[config.mk]
export PLATFORM = sky130hd
export DESIGN_NAME = tef_regs
export DESIGN_NICKNAME = d
export VERILOG_FILES = /design/src/tef_pkg.sv /design/src/tef_regs.sv
export VERILOG_INCLUDE_DIRS = /design/src /design/src/src
export SDC_FILE = /design/constraint.sdc
export NUM_CORES = 1
export LEC_CHECK = 0
export ABC_AREA = 1
export BUFFER_PORTS_ARGS = -buffer_cell sky130_fd_sc_hd__buf_4
export CORE_MARGIN = 3
export CORE_UTILIZATION = 30
export CTS_BUF_LIST = sky130_fd_sc_hd__clkbuf_2
export CTS_CLUSTER_DIAMETER = 200
export DETAILED_ROUTE_END_ITERATION = 10
export GPL_TIMING_DRIVEN = 0
export PLACE_DENSITY_LB_ADDON = 0.12
export SKIP_CTS_REPAIR_TIMING = 1
export SLEW_MARGIN = 0
export SYNTH_ARGS = -nofsm -noshare
export SYNTH_HDL_FRONTEND = slang
export SYNTH_SLANG_ARGS = --single-unit
export TNS_END_PERCENT = 30
[constraint.sdc]
create_clock -name i_clk -period 3.07 [get_ports i_clk]
set_input_delay 0 -clock i_clk [delete_from_list [all_inputs] [get_ports i_clk]]
set_output_delay 0 -clock i_clk [all_outputs]
set_load 0.02 [all_outputs]
[src/tef_map.svh]
// Register offsets, field positions and reset values of the trace gate register bank
`ifndef TEF_MAP_SVH
`define TEF_MAP_SVH
`define TEF_ADDR_W 8
`define TEF_OFF_SYS_FEATURE 8'h00
`define TEF_OFF_SS_SELECT 8'h04
`define TEF_OFF_GATE_EVENT 8'h08
`define TEF_OFF_GATE_CONTROL 8'h0c
`define TEF_OFF_FULL_LEVEL 8'h10
`define TEF_OFF_STATUS 8'h14
`define TEF_SF_NPROC_LSB 12
`define TEF_SF_NPROC_MSB 14
`define TEF_SF_STALL_BIT 8
`define TEF_SS_STOP_LSB 16
`define TEF_EV_W 17
`define TEF_EV_FUNC_LSB 14
`define TEF_EV_RES_B_LSB 7
`define TEF_RES_W 7
`define TEF_RES_START_STOP 7'h5f
`define TEF_CT_SS_EN_BIT 25
`define TEF_CT_EXCL_BIT 24
`define TEF_CT_RANGE_W 8
`define TEF_FL_W 8
`define TEF_ST_SS_BIT 2
`define TEF_RST_SS_SELECT 32'h0000_0000
`define TEF_RST_GATE_EVENT 17'h0_0000
`define TEF_RST_GATE_CONTROL 32'h0000_0000
`endif

[src/tef_pkg.sv]
// Types shared by the trace gate register bank
package tef_pkg;
	typedef enum logic [2:0] {
		TEF_FN_A, TEF_FN_NOT_A, TEF_FN_A_AND_B, TEF_FN_NOT_A_AND_B,
		TEF_FN_NOT_A_AND_NOT_B, TEF_FN_A_OR_B, TEF_FN_NOT_A_OR_B, TEF_FN_NOT_A_OR_NOT_B
	} tef_func_t;
endpackage : tef_pkg

[src/tef_regs.sv]
// Trace gate configuration registers, start/stop state and trace gating logic
// Operation
// Feature register reports processor count minus one
// Feature stall bit reflects system stall support
// Software uses stall only when both bits set
// Feature register driven by tie-off inputs
// Upper select half picks trace-off comparators
// Lower select half picks trace-on comparators
// Event register holds function plus two resources
// Start/stop gating bit enables start/stop control
// Start/stop resource tracks regardless of gating
// Include mode traces only inside ranges
// Exclude mode suppresses trace inside ranges
// Control low byte selects range comparators
// Trace all: exclude nothing, event always true
// Buffer full level sets near-full threshold
// Gate event enables trace generation
// Status shows start seen without stop
// Reserved fields read zero, ignore writes
// Trace gate ANDs event, region and start/stop
`timescale 1ns/1ps
`default_nettype none
`include "tef_map.svh"
module tef_regs
	import tef_pkg::*;
#(
	parameter int N_SINGLE = 16,
	parameter int N_RANGE = 8,
	parameter int N_RES = 128,
	parameter logic [7:0] FIFO_SIZE = 8'h80
) (
	input wire logic i_clk, // 250 MHz clock
	input wire logic i_sys_rst, // Synchronous reset, active high
	input wire logic [`TEF_ADDR_W-1:0] i_addr, // Register byte address
	input wire logic [31:0] i_wdata, // Write data
	input wire logic i_wr, // Write strobe
	input wire logic i_rd, // Read strobe
	output logic [31:0] o_rdata, // Read data, cycle after strobe
	input wire logic [2:0] i_num_proc_m1, // Tie-off: processors minus one
	input wire logic i_sys_stall_ok, // Tie-off: system stall support
	input wire logic [N_SINGLE-1:0] i_single_match, // Single comparator hits
	input wire logic [N_RANGE-1:0] i_range_match, // Range comparator hits
	input wire logic [N_RES-1:0] i_resources, // Event resources except 0x5f
	input wire logic [7:0] i_free_bytes, // Free bytes in trace buffer
	output logic o_trace_gate, // Trace generation enabled
	output logic o_buffer_near_full_stall // Free space below level
);
	////////////////////////////////////////////////////////////////
	logic [N_SINGLE-1:0] ss_start;
	logic [N_SINGLE-1:0] ss_stop;
	logic [`TEF_EV_W-1:0] gate_event;
	logic ss_en;
	logic excl;
	logic [N_RANGE-1:0] range_sel;
	logic [`TEF_FL_W-1:0] full_level;
	logic ss_state;
	logic [31:0] sys_feature;
	logic [N_RES-1:0] res_all;
	logic res_a, res_b, event_ok, in_region, region_ok, next_gate;

	// Tie-off driven, no storage
	always_comb begin
		sys_feature = 32'h0;
		sys_feature[`TEF_SF_NPROC_MSB:`TEF_SF_NPROC_LSB] = i_num_proc_m1;
		sys_feature[`TEF_SF_STALL_BIT] = i_sys_stall_ok;
	end

	////////////////////////////////////////////////////////////////
	always_ff @(posedge i_clk) begin
		if (i_sys_rst) begin
			ss_start <= N_SINGLE'(`TEF_RST_SS_SELECT);
			ss_stop <= N_SINGLE'(`TEF_RST_SS_SELECT);
		end else if (i_wr && i_addr == `TEF_OFF_SS_SELECT) begin
			ss_start <= i_wdata[N_SINGLE-1:0];
			ss_stop <= i_wdata[`TEF_SS_STOP_LSB +: N_SINGLE];
		end
	end

	always_ff @(posedge i_clk) begin
		if (i_sys_rst)
			gate_event <= `TEF_RST_GATE_EVENT;
		else if (i_wr && i_addr == `TEF_OFF_GATE_EVENT)
			gate_event <= i_wdata[`TEF_EV_W-1:0];
	end

	always_ff @(posedge i_clk) begin
		if (i_sys_rst) begin
			ss_en <= 1'b0;
			excl <= 1'b0;
			range_sel <= N_RANGE'(`TEF_RST_GATE_CONTROL);
		end else if (i_wr && i_addr == `TEF_OFF_GATE_CONTROL) begin
			ss_en <= i_wdata[`TEF_CT_SS_EN_BIT];
			excl <= i_wdata[`TEF_CT_EXCL_BIT];
			range_sel <= i_wdata[N_RANGE-1:0];
		end
	end

	// Oversize levels clamp to the buffer size
	always_ff @(posedge i_clk) begin
		if (i_sys_rst)
			full_level <= FIFO_SIZE;
		else if (i_wr && i_addr == `TEF_OFF_FULL_LEVEL)
			full_level <= (i_wdata[7:0] > FIFO_SIZE) ? FIFO_SIZE : i_wdata[7:0];
	end

	////////////////////////////////////////////////////////////////
	// Start/stop latch runs whatever the gating bit; stop wins on a tie
	always_ff @(posedge i_clk) begin
		if (i_sys_rst)
			ss_state <= 1'b0;
		else if (|(i_single_match & ss_stop))
			ss_state <= 1'b0;
		else if (|(i_single_match & ss_start))
			ss_state <= 1'b1;
	end

	always_comb begin
		res_all = i_resources;
		res_all[`TEF_RES_START_STOP] = ss_state;
		res_a = res_all[gate_event[`TEF_RES_W-1:0]];
		res_b = res_all[gate_event[`TEF_EV_RES_B_LSB +: `TEF_RES_W]];
		unique case (tef_func_t'(gate_event[`TEF_EV_W-1:`TEF_EV_FUNC_LSB]))
			TEF_FN_A: event_ok = res_a;
			TEF_FN_NOT_A: event_ok = !res_a;
			TEF_FN_A_AND_B: event_ok = res_a && res_b;
			TEF_FN_NOT_A_AND_B: event_ok = !res_a && res_b;
			TEF_FN_NOT_A_AND_NOT_B: event_ok = !res_a && !res_b;
			TEF_FN_A_OR_B: event_ok = res_a || res_b;
			TEF_FN_NOT_A_OR_B: event_ok = !res_a || res_b;
			TEF_FN_NOT_A_OR_NOT_B: event_ok = !res_a || !res_b;
		endcase
		in_region = |(i_range_match & range_sel);
		region_ok = excl ? !in_region : in_region;
		next_gate = event_ok && region_ok && (!ss_en || ss_state);
	end

	always_ff @(posedge i_clk) begin
		if (i_sys_rst)
			o_trace_gate <= 1'b0;
		else
			o_trace_gate <= next_gate;
	end

	always_ff @(posedge i_clk) begin
		if (i_sys_rst)
			o_buffer_near_full_stall <= 1'b0;
		else
			o_buffer_near_full_stall <= (i_free_bytes < full_level);
	end

	////////////////////////////////////////////////////////////////
	// Unmapped addresses read zero
	always_ff @(posedge i_clk) begin
		if (i_sys_rst)
			o_rdata <= 32'h0;
		else if (!i_rd)
			o_rdata <= 32'h0;
		else begin
			o_rdata <= 32'h0;
			unique case (i_addr)
				`TEF_OFF_SYS_FEATURE: o_rdata <= sys_feature;
				`TEF_OFF_SS_SELECT: o_rdata <= {ss_stop, ss_start};
				`TEF_OFF_GATE_EVENT: o_rdata <= {15'h0, gate_event};
				`TEF_OFF_GATE_CONTROL:
					o_rdata <= {6'h0, ss_en, excl, 16'h0, range_sel};
				`TEF_OFF_FULL_LEVEL: o_rdata <= {24'h0, full_level};
				`TEF_OFF_STATUS: o_rdata <= {29'h0, ss_state, 2'h0};
				default: o_rdata <= 32'h0;
			endcase
		end
	end

	////////////////////////////////////////////////////////////////
	stop_wins_a: assert property (@(posedge i_clk) disable iff (i_sys_rst)
		|(i_single_match & ss_stop) |=> !ss_state)
		else $error("stop match did not clear start/stop state");
	start_sets_a: assert property (@(posedge i_clk) disable iff (i_sys_rst)
		(|(i_single_match & ss_start) && !(|(i_single_match & ss_stop))) |=> ss_state)
		else $error("start match did not set start/stop state");
	ss_hold_a: assert property (@(posedge i_clk) disable iff (i_sys_rst)
		!(|(i_single_match & (ss_start | ss_stop))) |=> $stable(ss_state))
		else $error("start/stop state moved with no match");
	ss_gating_a: assert property (@(posedge i_clk) disable iff (i_sys_rst)
		(ss_en && !ss_state) |=> !o_trace_gate)
		else $error("trace on while start/stop off");
	include_a: assert property (@(posedge i_clk) disable iff (i_sys_rst)
		(!excl && !(|(i_range_match & range_sel))) |=> !o_trace_gate)
		else $error("trace outside include region");
	exclude_a: assert property (@(posedge i_clk) disable iff (i_sys_rst)
		(excl && |(i_range_match & range_sel)) |=> !o_trace_gate)
		else $error("trace inside exclude region");
	event_gate_a: assert property (@(posedge i_clk) disable iff (i_sys_rst)
		!event_ok |=> !o_trace_gate)
		else $error("trace on without enabling event");
	feature_read_a: assert property (@(posedge i_clk) disable iff (i_sys_rst)
		(i_rd && i_addr == `TEF_OFF_SYS_FEATURE) |=>
		o_rdata == {17'h0, $past(i_num_proc_m1), 3'h0, $past(i_sys_stall_ok), 8'h0})
		else $error("feature register read mismatch");
	status_read_a: assert property (@(posedge i_clk) disable iff (i_sys_rst)
		(i_rd && i_addr == `TEF_OFF_STATUS) |=> o_rdata[`TEF_ST_SS_BIT] == $past(ss_state))
		else $error("status start/stop flag mismatch");
	full_a: assert property (@(posedge i_clk) disable iff (i_sys_rst)
		(i_free_bytes < full_level) |=> o_buffer_near_full_stall)
		else $error("near-full not raised below level");
	stall_off_a: assert property (@(posedge i_clk) disable iff (i_sys_rst)
		!(i_free_bytes < full_level) |=> !o_buffer_near_full_stall)
		else $error("near-full raised at or above level");
	// Gate opens when every condition holds
	range_pick_a: assert property (@(posedge i_clk) disable iff (i_sys_rst)
		(!excl && |(i_range_match & range_sel) && event_ok && !ss_en)
		|=> o_trace_gate)
		else $error("trace blocked inside include region");
	excl_out_a: assert property (@(posedge i_clk) disable iff (i_sys_rst)
		(excl && !(|(i_range_match & range_sel)) && event_ok && !ss_en)
		|=> o_trace_gate)
		else $error("trace blocked outside exclude region");
	gate_on_a: assert property (@(posedge i_clk) disable iff (i_sys_rst)
		(event_ok && region_ok && ss_state) |=> o_trace_gate)
		else $error("trace gate low with all conditions met");

	////////////////////////////////////////////////////////////////
	// Event function decode
	func_a_a: assert property (@(posedge i_clk) disable iff (i_sys_rst)
		gate_event[`TEF_EV_W-1:`TEF_EV_FUNC_LSB] == 3'h0
		|-> event_ok == res_a)
		else $error("function A decode mismatch");
	func_not_a_a: assert property (@(posedge i_clk) disable iff (i_sys_rst)
		gate_event[`TEF_EV_W-1:`TEF_EV_FUNC_LSB] == 3'h1
		|-> event_ok == !res_a)
		else $error("function not A decode mismatch");
	func_and_a: assert property (@(posedge i_clk) disable iff (i_sys_rst)
		gate_event[`TEF_EV_W-1:`TEF_EV_FUNC_LSB] == 3'h2
		|-> event_ok == (res_a && res_b))
		else $error("function A and B decode mismatch");
	func_nab_a: assert property (@(posedge i_clk) disable iff (i_sys_rst)
		gate_event[`TEF_EV_W-1:`TEF_EV_FUNC_LSB] == 3'h3
		|-> event_ok == (!res_a && res_b))
		else $error("function not A and B decode mismatch");
	func_nor_a: assert property (@(posedge i_clk) disable iff (i_sys_rst)
		gate_event[`TEF_EV_W-1:`TEF_EV_FUNC_LSB] == 3'h4
		|-> event_ok == (!res_a && !res_b))
		else $error("function not A and not B decode mismatch");
	func_or_a: assert property (@(posedge i_clk) disable iff (i_sys_rst)
		gate_event[`TEF_EV_W-1:`TEF_EV_FUNC_LSB] == 3'h5
		|-> event_ok == (res_a || res_b))
		else $error("function A or B decode mismatch");
	func_naob_a: assert property (@(posedge i_clk) disable iff (i_sys_rst)
		gate_event[`TEF_EV_W-1:`TEF_EV_FUNC_LSB] == 3'h6
		|-> event_ok == (!res_a || res_b))
		else $error("function not A or B decode mismatch");
	func_nand_a: assert property (@(posedge i_clk) disable iff (i_sys_rst)
		gate_event[`TEF_EV_W-1:`TEF_EV_FUNC_LSB] == 3'h7
		|-> event_ok == (!res_a || !res_b))
		else $error("function not A or not B decode mismatch");

	////////////////////////////////////////////////////////////////
	// Register read data
	select_read_a: assert property (@(posedge i_clk) disable iff (i_sys_rst)
		(i_rd && i_addr == `TEF_OFF_SS_SELECT)
		|=> o_rdata == {$past(ss_stop), $past(ss_start)})
		else $error("select register read mismatch");
	event_read_a: assert property (@(posedge i_clk) disable iff (i_sys_rst)
		(i_rd && i_addr == `TEF_OFF_GATE_EVENT)
		|=> o_rdata == {15'h0, $past(gate_event)})
		else $error("event register read mismatch");
	control_read_a: assert property (@(posedge i_clk) disable iff (i_sys_rst)
		(i_rd && i_addr == `TEF_OFF_GATE_CONTROL)
		|=> o_rdata == {6'h0, $past(ss_en), $past(excl), 16'h0, $past(range_sel)})
		else $error("control register read mismatch");
	level_read_a: assert property (@(posedge i_clk) disable iff (i_sys_rst)
		(i_rd && i_addr == `TEF_OFF_FULL_LEVEL)
		|=> o_rdata == {24'h0, $past(full_level)})
		else $error("level register read mismatch");
	idle_read_a: assert property (@(posedge i_clk) disable iff (i_sys_rst)
		!i_rd |=> o_rdata == 32'h0)
		else $error("read data not zero without read");
	unmapped_read_a: assert property (@(posedge i_clk) disable iff (i_sys_rst)
		(i_rd && i_addr > `TEF_OFF_STATUS) |=> o_rdata == 32'h0)
		else $error("unmapped address read not zero");
	status_rsv_a: assert property (@(posedge i_clk) disable iff (i_sys_rst)
		(i_rd && i_addr == `TEF_OFF_STATUS)
		|=> (o_rdata[31:3] == 29'h0 && o_rdata[1:0] == 2'h0))
		else $error("status reserved bits not zero");

	////////////////////////////////////////////////////////////////
	// Register writes
	start_write_a: assert property (@(posedge i_clk) disable iff (i_sys_rst)
		(i_wr && i_addr == `TEF_OFF_SS_SELECT)
		|=> ss_start == $past(i_wdata[N_SINGLE-1:0]))
		else $error("start select write mismatch");
	stop_write_a: assert property (@(posedge i_clk) disable iff (i_sys_rst)
		(i_wr && i_addr == `TEF_OFF_SS_SELECT)
		|=> ss_stop == $past(i_wdata[`TEF_SS_STOP_LSB +: N_SINGLE]))
		else $error("stop select write mismatch");
	event_write_a: assert property (@(posedge i_clk) disable iff (i_sys_rst)
		(i_wr && i_addr == `TEF_OFF_GATE_EVENT)
		|=> gate_event == $past(i_wdata[`TEF_EV_W-1:0]))
		else $error("event write mismatch");
	control_write_a: assert property (@(posedge i_clk) disable iff (i_sys_rst)
		(i_wr && i_addr == `TEF_OFF_GATE_CONTROL)
		|=> (ss_en == $past(i_wdata[`TEF_CT_SS_EN_BIT]) && excl == $past(i_wdata[`TEF_CT_EXCL_BIT])
		&& range_sel == $past(i_wdata[N_RANGE-1:0])))
		else $error("control write mismatch");
	level_clamp_a: assert property (@(posedge i_clk) disable iff (i_sys_rst)
		(i_wr && i_addr == `TEF_OFF_FULL_LEVEL && i_wdata[7:0] > FIFO_SIZE)
		|=> full_level == FIFO_SIZE)
		else $error("oversize level not clamped");
	level_write_a: assert property (@(posedge i_clk) disable iff (i_sys_rst)
		(i_wr && i_addr == `TEF_OFF_FULL_LEVEL && i_wdata[7:0] <= FIFO_SIZE)
		|=> full_level == $past(i_wdata[7:0]))
		else $error("level write mismatch");

	trace_on_c: cover property (@(posedge i_clk) o_trace_gate);
	func_and_c: cover property (@(posedge i_clk)
		gate_event[`TEF_EV_W-1:`TEF_EV_FUNC_LSB] == 3'h2 && event_ok);
	stall_c: cover property (@(posedge i_clk) o_buffer_near_full_stall);
	ss_trace_c: cover property (@(posedge i_clk) ss_en && ss_state ##1 o_trace_gate);
	excl_c: cover property (@(posedge i_clk) excl && !in_region ##1 o_trace_gate);
endmodule : tef_regs
`default_nettype wire
* After elaboration in Yosys (flattened, before gate mapping)
Cells that the tools add are included. W data, S select, Z words.
Operators by class: order comparisons 4, equal/unequal tests 12, muxes and demuxes 8, bitwise logic cells 4, reduce and logical (&&, ||, !) cells 23
Operators with widths (count):
- $pmux W32 S6 | 1
- $and A16 B16 Y16 | 2
- $reduce_or A17 Y1 | 1
- $eq A8 B4 Y1 const B | 2
- $eq A8 B5 Y1 const B | 2
- $lt A7 B8 Y1 const B | 2
- $reduce_or A16 Y1 | 1
- $bmux W1 S7 | 2
- $eq A3 B3 Y1 const B | 4
- $logic_and A1 B1 Y1 | 9
- $and A8 B8 Y8 | 1
- $eq A8 B3 Y1 const B | 1
- $gt A8 B8 Y1 const B | 1
- $logic_not A8 Y1 | 1
- $lt A8 B8 Y1 | 1
- $mux W8 | 1
- $pmux W1 S8 | 1
- $reduce_or A8 Y1 | 1
- $eq A3 B2 Y1 const B | 2
- $logic_not A1 Y1 | 4
- $logic_or A1 B1 Y1 | 4
- $eq A3 B1 Y1 const B | 1
- $logic_not A3 Y1 | 1
- $mux W1 | 3
- 2 further kinds | 2
Storage, ports and cells: flip-flop bits (word level) 102, input bits 208, output and inout port bits 34, logic and storage cells 62

* Depth between registers and ports, before layout
Gate-level depths: netlist of the first run.
depth in word-level cells 7, depth in mapped cells 18, gate-level depth less buffers 16

* Worst setup path after synthesis of the first run
Ideal clock, no wire load.
kind register to register, start point reg gate_event[9], end point reg o_trace_gate, setup time 0.109 ns, arrival 1.539 ns, required time 2.961 ns, slack 1.423 ns, stages on the path, launching flop included 16, path buffers 2, period minus slack after synthesis 1.647 ns, cells stage by stage dfxtp_1 buf_4 clkinv_1 buf_2 nand3_1 nand3_1 nand2_1 nand2_1 nand3_1 nand3_1 nand2_1 nand2_1 nand3_1 nand4_1 nand2_1 inv_1
On the way: word-level cells in the longest chain between the ends 7, elaborated cells on any way between the ends 12, those cells by class mux: 3; reduce/logical: 9
RTL lines:
- start, declared | line tef_regs.sv:51 | logic [`TEF_EV_W-1:0] gate_event;
- start signal, assigned | line tef_regs.sv:81 | gate_event <= `TEF_RST_GATE_EVENT;
- start signal, assigned | line tef_regs.sv:83 | gate_event <= i_wdata[`TEF_EV_W-1:0];
- $bmux W1 S7 * | line tef_regs.sv:121 | res_b = res_all[gate_event[`TEF_EV_RES_B_LSB +: `TEF_RES_W]];
- $mux W1 * | line tef_regs.sv:121
- $logic_not A1 Y1 | line tef_regs.sv:127, tef_regs.sv:130
- $logic_or A1 B1 Y1 or $logic_and A1 B1 Y1 (tied branches) | line tef_regs.sv:130, tef_regs.sv:127
- $pmux W1 S8 * | line tef_regs.sv:122 | unique case (tef_func_t'(gate_event[`TEF_EV_W-1:`TEF_EV_FUNC_LSB]))
- $logic_and A1 B1 Y1 * (2 in series) | line tef_regs.sv:134 | next_gate = event_ok && region_ok && (!ss_en || ss_state);
- end signal, assigned | line tef_regs.sv:141 | o_trace_gate <= next_gate;
- end, declared | line tef_regs.sv:45 | output logic o_trace_gate,
Every way passes the cells marked *; elsewhere a longest branch is shown, timed or not. The select of a mux whose other input is x is not followed. A chain may end at the register's enable or synchronous reset.

* Worst setup path after layout of the first run
start point in i_addr[4], end point reg ss_en
On the way: word-level cells in the longest chain between the ends 2
RTL lines:
- start, declared | line tef_regs.sv:34 | input wire logic [`TEF_ADDR_W-1:0] i_addr,
- $eq A8 B4 Y1
- $logic_and A1 B1 Y1 (no line)
- end signal, assigned | line tef_regs.sv:92 | ss_en <= i_wdata[`TEF_CT_SS_EN_BIT];
- end, declared | line tef_regs.sv:52 | logic ss_en;
No other way between the ends.

==> flow_metrics.env, run 1 <==
export IMPL_status="finished clean"
export IMPL_hpwl_mm=25.1
export IMPL_clock_root_buffer="clkbuf_2"
export IMPL_crit_path_start_kind="primary input"
export IMPL_fin_crit_sh_pct=98.2
export IMPL_yosysUniqueCellTypes=33
export IMPL_path_max_fanout=5
export IMPL_slew_headroom_pct=48.9
export IMPL_n_antenna_cell=0
export IMPL_drt_pass1_iterations=5
export IMPL_synthFlopType="dfxtp_1"
export IMPL_arrival_ns=3.57
export IMPL_crit_chain="dlygate4sd3_1 -> buf_4 -> nor3_2 -> dlygate4sd3_1 -> inv_2 -> nor3_1 -> dlygate4sd3_1 -> inv_1 -> nor2_2 -> dlygate4sd3_1 -> inv_1 -> o21ai_0 -> a21oi_1"
export IMPL_cts_max_level=3
export IMPL_clk_latency_ns=0.63
export IMPL_highest_layer="met5"
export IMPL_power_share_clock_pct=26.0
export IMPL_synth_cells=1102
export IMPL_overflow=0
export IMPL_die_h_um=155
export IMPL_final_seq_area_sq_um=2040
export IMPL_clk_pin_slew_worst_paths_ns=0.32
export IMPL_nNetsFinal=1634
export IMPL_synth_top_family_by_area="simple AND/OR/NAND/NOR gates"
export IMPL_clock_fmax_ghz=0.332
export IMPL_initial_core_util_pct=31.2
export IMPL_netlist_area_sq_um=6680
export IMPL_holdCritPathClass="primary input to flip-flop"
export IMPL_p_switching_uw=752
export IMPL_cts_sinks=102
export IMPL_tns_ns=0
export IMPL_synth_compound_area_share_pct=14.3
export IMPL_rsz0062_at_grt="no"
export IMPL_min_path_cells=7
export IMPL_die_w_um=155
export IMPL_reg2reg_depth=7
export IMPL_critical_path_slowest_cell="dlygate4sd3_1"
export IMPL_hold_viol=0
export IMPL_path_common_cell="dlygate4sd3_1"
export IMPL_port_buffers=239
export IMPL_synthAdderAreaFrac_pct=1.31
export IMPL_grt_max_degree=20
export IMPL_pin_count=242
export IMPL_synth_area_top_cells="dfxtp_1 (31%), nand2_1 (20%), nand3_1 (18%)"
export IMPL_async_flop_share_pct=0
export IMPL_yosys_area_top_type_share_pct=30.6
export IMPL_first_iter_violations=907
export IMPL_irDropWorstVdd_uv=207
export IMPL_synth_top_area_cell="dfxtp_1"
export IMPL_place_gp_congestion=0.939
export IMPL_synth_top_cells_by_count="nand2_1 (362), nand3_1 (242), dfxtp_1 (102)"
export IMPL_dp_cells=1616
export IMPL_p_comb_share_pct=20.3
export IMPL_maxCapViolations=0
export IMPL_drive_above_1_share_pct=22.4
export IMPL_synthMuxAreaShare_pct=0
export IMPL_first_global_vias=8378
export IMPL_leakagePower_uw=0.00442
export IMPL_grt_pass1_wl_mm=49.0
export IMPL_synth_seq_cells=102
export IMPL_drtAntennaViolNets=0
export IMPL_wl_per_cell_um=19.9
export IMPL_p_int_uw=1740
export IMPL_wl_mm=33.8
export IMPL_antenna_found_initial=2
export IMPL_drc_errors=0
export IMPL_synth_most_common_cell="nand2_1"
export IMPL_fillers=2323
export IMPL_wl_met2_mm=15.5
export IMPL_crit_path_end_kind="flip-flop"
export IMPL_yosys_warnings=0
export IMPL_die_area_sq_um=24100
export IMPL_via_per_inst=5.35
export IMPL_avgSynthCellArea_sq_um=6.06
export IMPL_worstPathRequired_ns=3.62
export IMPL_cts_made_buffers=9
export IMPL_synthXorXnorAreaFrac_pct=0
export IMPL_wl_met1_mm=13.7
export IMPL_clockBufferDepth=2
export IMPL_vias=9094
export IMPL_worstMarginPinSlew_ns=0.760
export IMPL_finalMaxSlewViolations=0
export IMPL_gr_usage_all_layers_pct=26.4
export IMPL_multiInputGateArea_sq_um=3970
export IMPL_clock_skew_ns=0.0369
export IMPL_wl_met3_mm=3.67
export IMPL_yosys_area_share_simple_pct=43.7
export IMPL_core_sq_um=21400
export IMPL_critPathMaxStageDelay_ns=0.72
export IMPL_synth_edff_count=0
export IMPL_p_per_area_nw_per_um2=259
export IMPL_cts_tree="yes"
export IMPL_final_cells=1699
export IMPL_ys_seq_area_share_pct=30.6
export IMPL_min_period_ns=3.01
export IMPL_setup_violations=0
export IMPL_p_seq_share_pct=53.7
export IMPL_syn_nets=1317
export IMPL_num_rows=53
export IMPL_power_switching_share_pct=30.2
export IMPL_synthToLayoutAreaGrowth_pct=43.7
export IMPL_critPathKind="primary input to flip-flop"
critical path: cells and delay by family:
kind	cells	cell delay, ns
simple gates	3	0.48
compound gates	2	0.22
buf+inv	8	2.87
final cells by class:
type | instances | area share [%]
Sequential cell | 102 | 21.3
Buffer | 73 | 4.22
Tap cell | 275 | 3.58
Inverter | 72 | 2.81
Clock buffer | 9 | 0.469
Timing Repair Buffer | 306 | 25.7
Clock inverter | 7 | 0.703
Multi-Input combinational cell | 855 | 41.3
logic make-up after synthesis:
group / Yosys count
AND/OR/NAND/NOR: 680
AO/OA/AOI/OAI: 168
buffers and inverters: 145
flip-flops: 102
adder cells (fa/ha/maj): 7
power groups by stage:
stage,registers (uW),logic (uW),clock network (uW)
2_1_floorplan,1360,141,0
3_3_place_gp,1360,443,0
3_5_place_dp,1360,442,0
4_1_cts,1340,444,661
5_1_grt,1340,549,713
6_report,1340,507,647
metrics by stage:
step	setup slack, ns	util (%)	power, uW	hold slack (ns)	area [sq um]
2_1_floorplan	1.42	-	1500	0.135	6680
3_3_place_gp	0.682	41.2	1800	0.236	8820
3_5_place_dp	0.652	41.2	1800	0.241	8820
4_1_cts	0.609	41.7	2440	-0.444	8930
5_1_grt	0.0214	44.8	2600	0.0233	9600
6_report	0.0554	44.8	2490	0.0323	9600
state kept, by name, indices dropped and copies added (netlist names):
register / flops
excl: 1
full_level: 8
gate_event: 17
o_buffer_near_full_stall: 1
o_rdata: 32
o_trace_gate: 1
range_sel: 8
ss_en: 1
ss_start: 16
ss_state: 1
ss_stop: 16
layer usage:
layer,global-route usage [%],vias to the layer above
li1,-,4327
met1,35.6,4179
met2,41.8,516
met3,6.48,68
met4,7.67,4
met5,0,-
placed cells by master (no fill, tap or decap), types with 4 or more instances in the layout:
cell	n
nor3_1	17
clkbuf_2	9
buf_2	33
buf_6	4
dfxtp_1	102
nand3_1	242
inv_2	6
nand2_1	362
ha_1	7
a21oi_1	64
o21ai_0	63
buf_4	255
nand4_1	5
a221oi_1	13
nor2_1	48
dlygate4sd3_1	67
o211ai_1	5
clkinv_1	5
o22ai_1	7
a211oi_1	8
inv_1	61
clkbuf_1	18
worst paths after layout:
kind / end / slack (ns) / startpoint
max: ss_en$_SDFFE_PP0P_ / 0.06 / i_addr[4]
min reg2reg: o_rdata[28]$_SDFF_PP0_ / 0.48 / ss_stop[12]$_SDFFE_PP0P_
min: full_level[7]$_SDFFE_PP1P_ / 0.03 / i_addr[5]
max reg2reg: ss_state$_SDFFE_PP0P_ / 0.48 / ss_stop[1]$_SDFFE_PP0P_
(Power assumes the default switching activity.)
==> run 2: changes to the inputs <==
SETUP_SLACK_MARGIN = 0.4   (was not set)
TNS_END_PERCENT = 50   (was 30)
==> run 2 against run 1 <==
Against the previous run:
- clock power shrank 0.9%
- sequential cell count stayed put
- first-iteration DRC count rose by 2.9%
- largest cell class unchanged
==> flow_metrics.env, run 2 (synthesis gave the netlist of run 1 again) <==
export IMPL_wl_per_cell_um=19.9
export IMPL_status="finished clean"
export IMPL_finalMaxSlewViolations=0
export IMPL_crit_path_start_kind="primary input"
export IMPL_hpwl_mm=25.1
export IMPL_critPathKind="primary input to flip-flop"
export IMPL_tns_ns=0
export IMPL_drc_errors=0
export IMPL_dp_slack_ns=0.652
export IMPL_use_met1_pct=35.6
export IMPL_regMostFlops="o_rdata"
export IMPL_grt_max_degree=20
export IMPL_n_antenna_cell=0
export IMPL_clockBufferDepth=2
export IMPL_met3_usage_pct=6.48
export IMPL_die_w_um=155
export IMPL_worstReg2RegEnd="ss_state$_SDFFE_PP0P_"
export IMPL_grtUsageMet2_pct=41.8
export IMPL_reg_top3="o_rdata (32), gate_event (17)"
export IMPL_cts_made_buffers=9
export IMPL_worstPathRequired_ns=3.63
export IMPL_critPathMaxStageDelay_ns=0.59
export IMPL_regToRegStartpoint="ss_stop[1]$_SDFFE_PP0P_"
export IMPL_grt_pass1_wl_mm=49.0
export IMPL_cts_sinks=102
export IMPL_synthToLayoutAreaGrowth_pct=43.6
export IMPL_crit_path_end_kind="flip-flop"
export IMPL_r2r_setup_slack_ns=0.49
export IMPL_vias=9066
export IMPL_initial_core_util_pct=31.2
export IMPL_first_global_vias=8378
export IMPL_nNetsFinal=1633
export IMPL_drive_above_1_share_pct=22.5
export IMPL_rsz0062_at_grt="no"
export IMPL_fin_crit_sh_pct=85.2
export IMPL_worst_path_buf_inv=8
export IMPL_layout_commonest_cell="nand2_1"
export IMPL_antenna_found_initial=2
export IMPL_critPathTopFamily="buffers and inverters"
export IMPL_drtAntennaViolNets=0
export IMPL_crit_chain="dlygate4sd3_1 -> buf_4 -> nor2_1 -> inv_1 -> dlygate4sd3_1 -> nor3_4 -> inv_2 -> clkbuf_1 -> o211ai_1 -> nand2_1 -> inv_1 -> dlygate4sd3_1"
export IMPL_wl_mm=33.8
export IMPL_holdCritPathClass="primary input to flip-flop"
export IMPL_clk_pin_slew_worst_paths_ns=0.32
export IMPL_min_to="full_level[7]$_SDFFE_PP1P_"
export IMPL_pin_count=242
export IMPL_irDropWorstVdd_uv=206
export IMPL_die_area_sq_um=24100
export IMPL_worstHoldStart="i_addr[5]"
export IMPL_min_period_ns=2.62
export IMPL_grt_busiest_layer="met2"
export IMPL_hold_viol=0
export IMPL_cts_max_level=3
export IMPL_num_rows=53
export IMPL_p_per_area_nw_per_um2=259
export IMPL_die_h_um=155
export IMPL_path_max_fanout=10
export IMPL_gr_usage_all_layers_pct=26.4
export IMPL_critical_path_slowest_cell="dlygate4sd3_1"
export IMPL_largest_reg_flops=32
export IMPL_via_per_inst=5.34
export IMPL_first_iter_violations=933
export IMPL_reg2reg_depth=7
export IMPL_port_buffers=239
export IMPL_core_sq_um=21400
export IMPL_path_common_cell="dlygate4sd3_1"
export IMPL_setup_violations=0
export IMPL_overflow=0
export IMPL_place_gp_congestion=0.939
export IMPL_clock_root_buffer="clkbuf_2"
export IMPL_min_path_cells=7
export IMPL_drt_pass1_iterations=5
export IMPL_clk_latency_ns=0.62
export IMPL_mostFrequentLayoutCells="nand2_1 (362), buf_4 (255), nand3_1 (242)"
export IMPL_arrival_ns=3.18
export IMPL_fin_ws_ns=0.455
export IMPL_maxCapViolations=0
export IMPL_leakagePower_uw=0.00443
export IMPL_worstMarginPinSlew_ns=0.750
export IMPL_slew_headroom_pct=49.6
export IMPL_clock_skew_ns=0.0470
export IMPL_clock_fmax_ghz=0.382
export IMPL_cts_tree="yes"
==> run 2: cell count changes in the layout (fill, tap and decap cells not counted) <==
| cell | delta |
|---|---|
| dlygate4sd3_1 | -1 |
| clkbuf_2 | +1 |
| buf_1 | -1 |
==> run 2: area by class of cell <==
| type | instances | area [sq um] |
|---|---|---|
| Sequential cell | 102 | 2040 |
| Tap cell | 275 | 344 |
| Clock inverter | 7 | 67.6 |
| Timing Repair Buffer | 305 | 2450 |
| Multi-Input combinational cell | 855 | 3970 |
| Clock buffer | 9 | 45.0 |
| Inverter | 72 | 270 |
| Buffer | 73 | 407 |
| Fill cell | 2324 | 11800 |
==> run 2: layer usage <==
layer / vias to the layer above / wire [um]
met4: 4 / 920
li1: 4322 / -
met5: - / 27
met1: 4132 / 13800
met3: 71 / 3740
met2: 537 / 15300
==> run 2: worst register-to-register path, delay by kind of cell (launching register included) <==
family / cells / cell delay, ns
simple gates: 3 / 0.31
buf+inv: 3 / 1.70
flops: 1 / 0.40
compound gates: 1 / 0.14
==> run 2: worst max-delay path by stage <==
| stage | from | to | slack [ns] | cells past startpoint |
|---|---|---|---|---|
| final | i_addr[2] | o_rdata[8]$_SDFF_PP0_ | 0.45 | 12 |
| after global routing | i_addr[2] | o_rdata[14]$_SDFF_PP0_ | 0.41 | 12 |
| after CTS | gate_event[2]$_SDFFE_PP0P_ | o_trace_gate$_SDFF_PP0_ | 0.61 | 15 |
| after detailed placement | gate_event[2]$_SDFFE_PP0P_ | o_trace_gate$_SDFF_PP0_ | 0.65 | 15 |
| after global placement | gate_event[2]$_SDFFE_PP0P_ | o_trace_gate$_SDFF_PP0_ | 0.68 | 15 |
| after floorplan | gate_event[9]$_SDFFE_PP0P_ | o_trace_gate$_SDFF_PP0_ | 1.42 | 15 |
==> run 2: power by group <==
part	total, uW	switching [uW]	internal (uW)
Sequential	1340	2.66	1330
Combinational	508	230	278
Clock	641	513	128
==> run 2: through the flow <==
step / util, % / instance area (sq um) / hold WS [ns] / instances / power, uW
5_1_grt: 44.8 / 9600 / 0.0223 / 1698 / 2600
2_1_floorplan: - / 6680 / 0.135 / 1102 / 1500
3_5_place_dp: 41.2 / 8820 / 0.241 / 1616 / 1800
3_3_place_gp: 41.2 / 8820 / 0.236 / 1616 / 1800
4_1_cts: 41.7 / 8930 / -0.444 / 1632 / 2440
6_report: 44.8 / 9600 / 0.0252 / 1698 / 2490
==> run 3: changes to the inputs <==
REMOVE_ABC_BUFFERS = 1   (was not set)
==> run 3 against run 2 <==
Against the previous run:
- sequential power about the same
- critical path depth unchanged
- register-to-register slack improved by 0.08 ns
- clock power increased by 9.0%
- non-clock buffer count decreased by 66
- design area decreased by 2.4%
- sequential cell count unchanged
- power increased by 1.1%
- maximum frequency increased by 2.3%
- wire length decreased by 15%
- largest cell class unchanged
- highest routed layer is now met4
==> flow_metrics.env, run 3 (synthesis gave the netlist of run 1 again) <==
export IMPL_grt_max_degree=66
export IMPL_drt_pass1_iterations=5
export IMPL_cts_sinks=102
export IMPL_irDropWorstVdd_uv=157
export IMPL_hpwl_mm=19.5
export IMPL_drc_errors=0
export IMPL_fillers=2336
export IMPL_finalMaxSlewViolations=0
export IMPL_gr_usage_all_layers_pct=21.8
export IMPL_regMostFlops="o_rdata"
export IMPL_clk_pin_slew_worst_paths_ns=0.31
export IMPL_critPathTopFamily="buffers and inverters"
export IMPL_p_per_area_nw_per_um2=268
export IMPL_place_gp_congestion=0.818
export IMPL_die_h_um=155
export IMPL_crit_path_end_kind="flip-flop"
export IMPL_reg2reg_depth=13
export IMPL_core_sq_um=21400
export IMPL_worst_path_buf_inv=7
export IMPL_overflow=0
export IMPL_cts_tree="yes"
export IMPL_path_max_fanout=15
export IMPL_cts_made_buffers=9
export IMPL_regToRegStartpoint="gate_event[10]$_SDFFE_PP0P_"
export IMPL_via_per_inst=5.18
export IMPL_setup_violations=0
export IMPL_worstPathRequired_ns=3.62
export IMPL_leakagePower_uw=0.00422
export IMPL_vias=8468
export IMPL_post_route_util_pct=43.7
export IMPL_min_path_cells=7
export IMPL_critPathKind="primary input to flip-flop"
export IMPL_first_global_vias=7734
export IMPL_fin_crit_sh_pct=83.3
export IMPL_dpl_cell_area_sq_um=8490
export IMPL_worstHoldStart="i_addr[4]"
export IMPL_mostFrequentLayoutCells="nand2_1 (362), buf_4 (245), nand3_1 (242)"
export IMPL_grt_pass1_wl_mm=42.1
export IMPL_stdcell_area_sq_um=9370
export IMPL_drtAntennaViolNets=0
export IMPL_min_to="o_rdata[2]$_SDFF_PP0_"
export IMPL_wl_mm=28.6
export IMPL_reg_top3="o_rdata (32), gate_event (17)"
export IMPL_cts_max_level=3
export IMPL_maxCapViolations=0
export IMPL_worstMarginPinSlew_ns=0.934
export IMPL_antenna_found_initial=0
export IMPL_first_iter_violations=635
export IMPL_die_area_sq_um=24100
export IMPL_synthToLayoutAreaGrowth_pct=40.1
export IMPL_die_w_um=155
export IMPL_initial_core_util_pct=31.2
export IMPL_status="finished clean"
export IMPL_layout_commonest_cell="nand2_1"
export IMPL_crit_chain="buf_4 -> dlygate4sd3_1 -> nor2_1 -> dlygate4sd3_1 -> inv_1 -> nor2_1 -> clkinv_1 -> nor2_1 -> inv_1 -> o21ai_0 -> a211oi_1 -> dlygate4sd3_1"
export IMPL_num_rows=53
export IMPL_startpoint="i_addr[2]"
export IMPL_clockBufferDepth=2
export IMPL_clock_skew_ns=0.0498
export IMPL_tns_ns=0
export IMPL_nNetsFinal=1569
export IMPL_drive_above_1_share_pct=21.5
export IMPL_worstReg2RegEnd="o_trace_gate$_SDFF_PP0_"
export IMPL_largest_reg_flops=32
export IMPL_critPathMaxStageDelay_ns=0.56
export IMPL_clock_fmax_ghz=0.391
export IMPL_arrival_ns=3.11
export IMPL_n_antenna_cell=0
export IMPL_clock_root_buffer="clkbuf_2"
export IMPL_clk_latency_ns=0.61
export IMPL_crit_path_start_kind="primary input"
export IMPL_holdCritPathClass="primary input to flip-flop"
export IMPL_pin_count=242
export IMPL_r2r_setup_slack_ns=0.57
export IMPL_port_buffers=240
export IMPL_hold_viol=0
export IMPL_min_period_ns=2.56
export IMPL_slew_headroom_pct=37.6
export IMPL_power_uw=2510
export IMPL_critical_path_slowest_cell="dlygate4sd3_1"
export IMPL_wl_per_cell_um=17.5
export IMPL_rsz0062_at_grt="yes"
run 3: cell count changes in the layout (fill, tap and decap cells not counted), sizes merged:
cell | before | now
buf | 293 | 248
clkbuf | 28 | 10
clkinvlp | 0 | 9
clkinv | 10 | 2
dlygate4sd3 | 66 | 64
bufinv | 0 | 1
inv | 69 | 68
run 3: area by class of cell:
cell class	instances	area, sq um	share of cell area [%]
Timing Repair inverter	2	15.0	0.160
Multi-Input combinational cell	855	3980	42.4
Clock inverter	6	75.1	0.802
Inverter	72	305	3.26
Tap cell	275	344	3.67
Timing Repair Buffer	312	2540	27.1
Sequential cell	102	2060	22.0
Clock buffer	10	50.0	0.534
run 3: worst register-to-register path, stage by stage (launching register included):
cell and delay (ns):
dfxtp_1 0.85, clkinvlp_4 0.50, nand3_1 0.19, nand2_1 0.12
nand2_1 0.09, nand3_1 0.07, nand3_1 0.10, nand2_1 0.10
nand2_1 0.07, nand3_1 0.06, nand2_1 0.05, nand4_1 0.08
nand2_1 0.10, inv_1 0.04
run 3: power breakdown:
part           internal [uW]  switching, uW
clock                    207            492
sequential              1330           4.58
combinational            276            204
total                   1810            701
run 3: through the flow:
step,hold WS [ns],setup WS (ns),instances
after detailed placement,0.242,-0.380,1547
after global routing,0.114,0.363,1634
final,0.0814,0.513,1634
after CTS,-0.458,-0.277,1563
after floorplan,0.0785,-0.0977,1029
after global placement,0.236,-1.95,1544
run 3: layer usage:
layer  routed length [um]  vias up  global-route usage [%]
li1                     -     4187                       -
met1                12200     3885                    29.6
met2                13500      346                    35.8
met3                 2230       50                    3.87
met4                  781        0                    6.21
met5                    0        -                       0
run 3: worst max path at each step:
stage	to	slack [ns]	cells past startpoint
5_1_grt	o_trace_gate$_SDFF_PP0_	0.36	16
2_1_floorplan	o_trace_gate$_SDFF_PP0_	-0.1	15
3_3_place_gp	o_trace_gate$_SDFF_PP0_	-1.95	15
3_5_place_dp	ss_stop[3]$_SDFFE_PP0P_	-0.38	9
4_1_cts	o_trace_gate$_SDFF_PP0_	-0.28	15
6_report	full_level[4]$_SDFFE_PP0P_	0.51	12
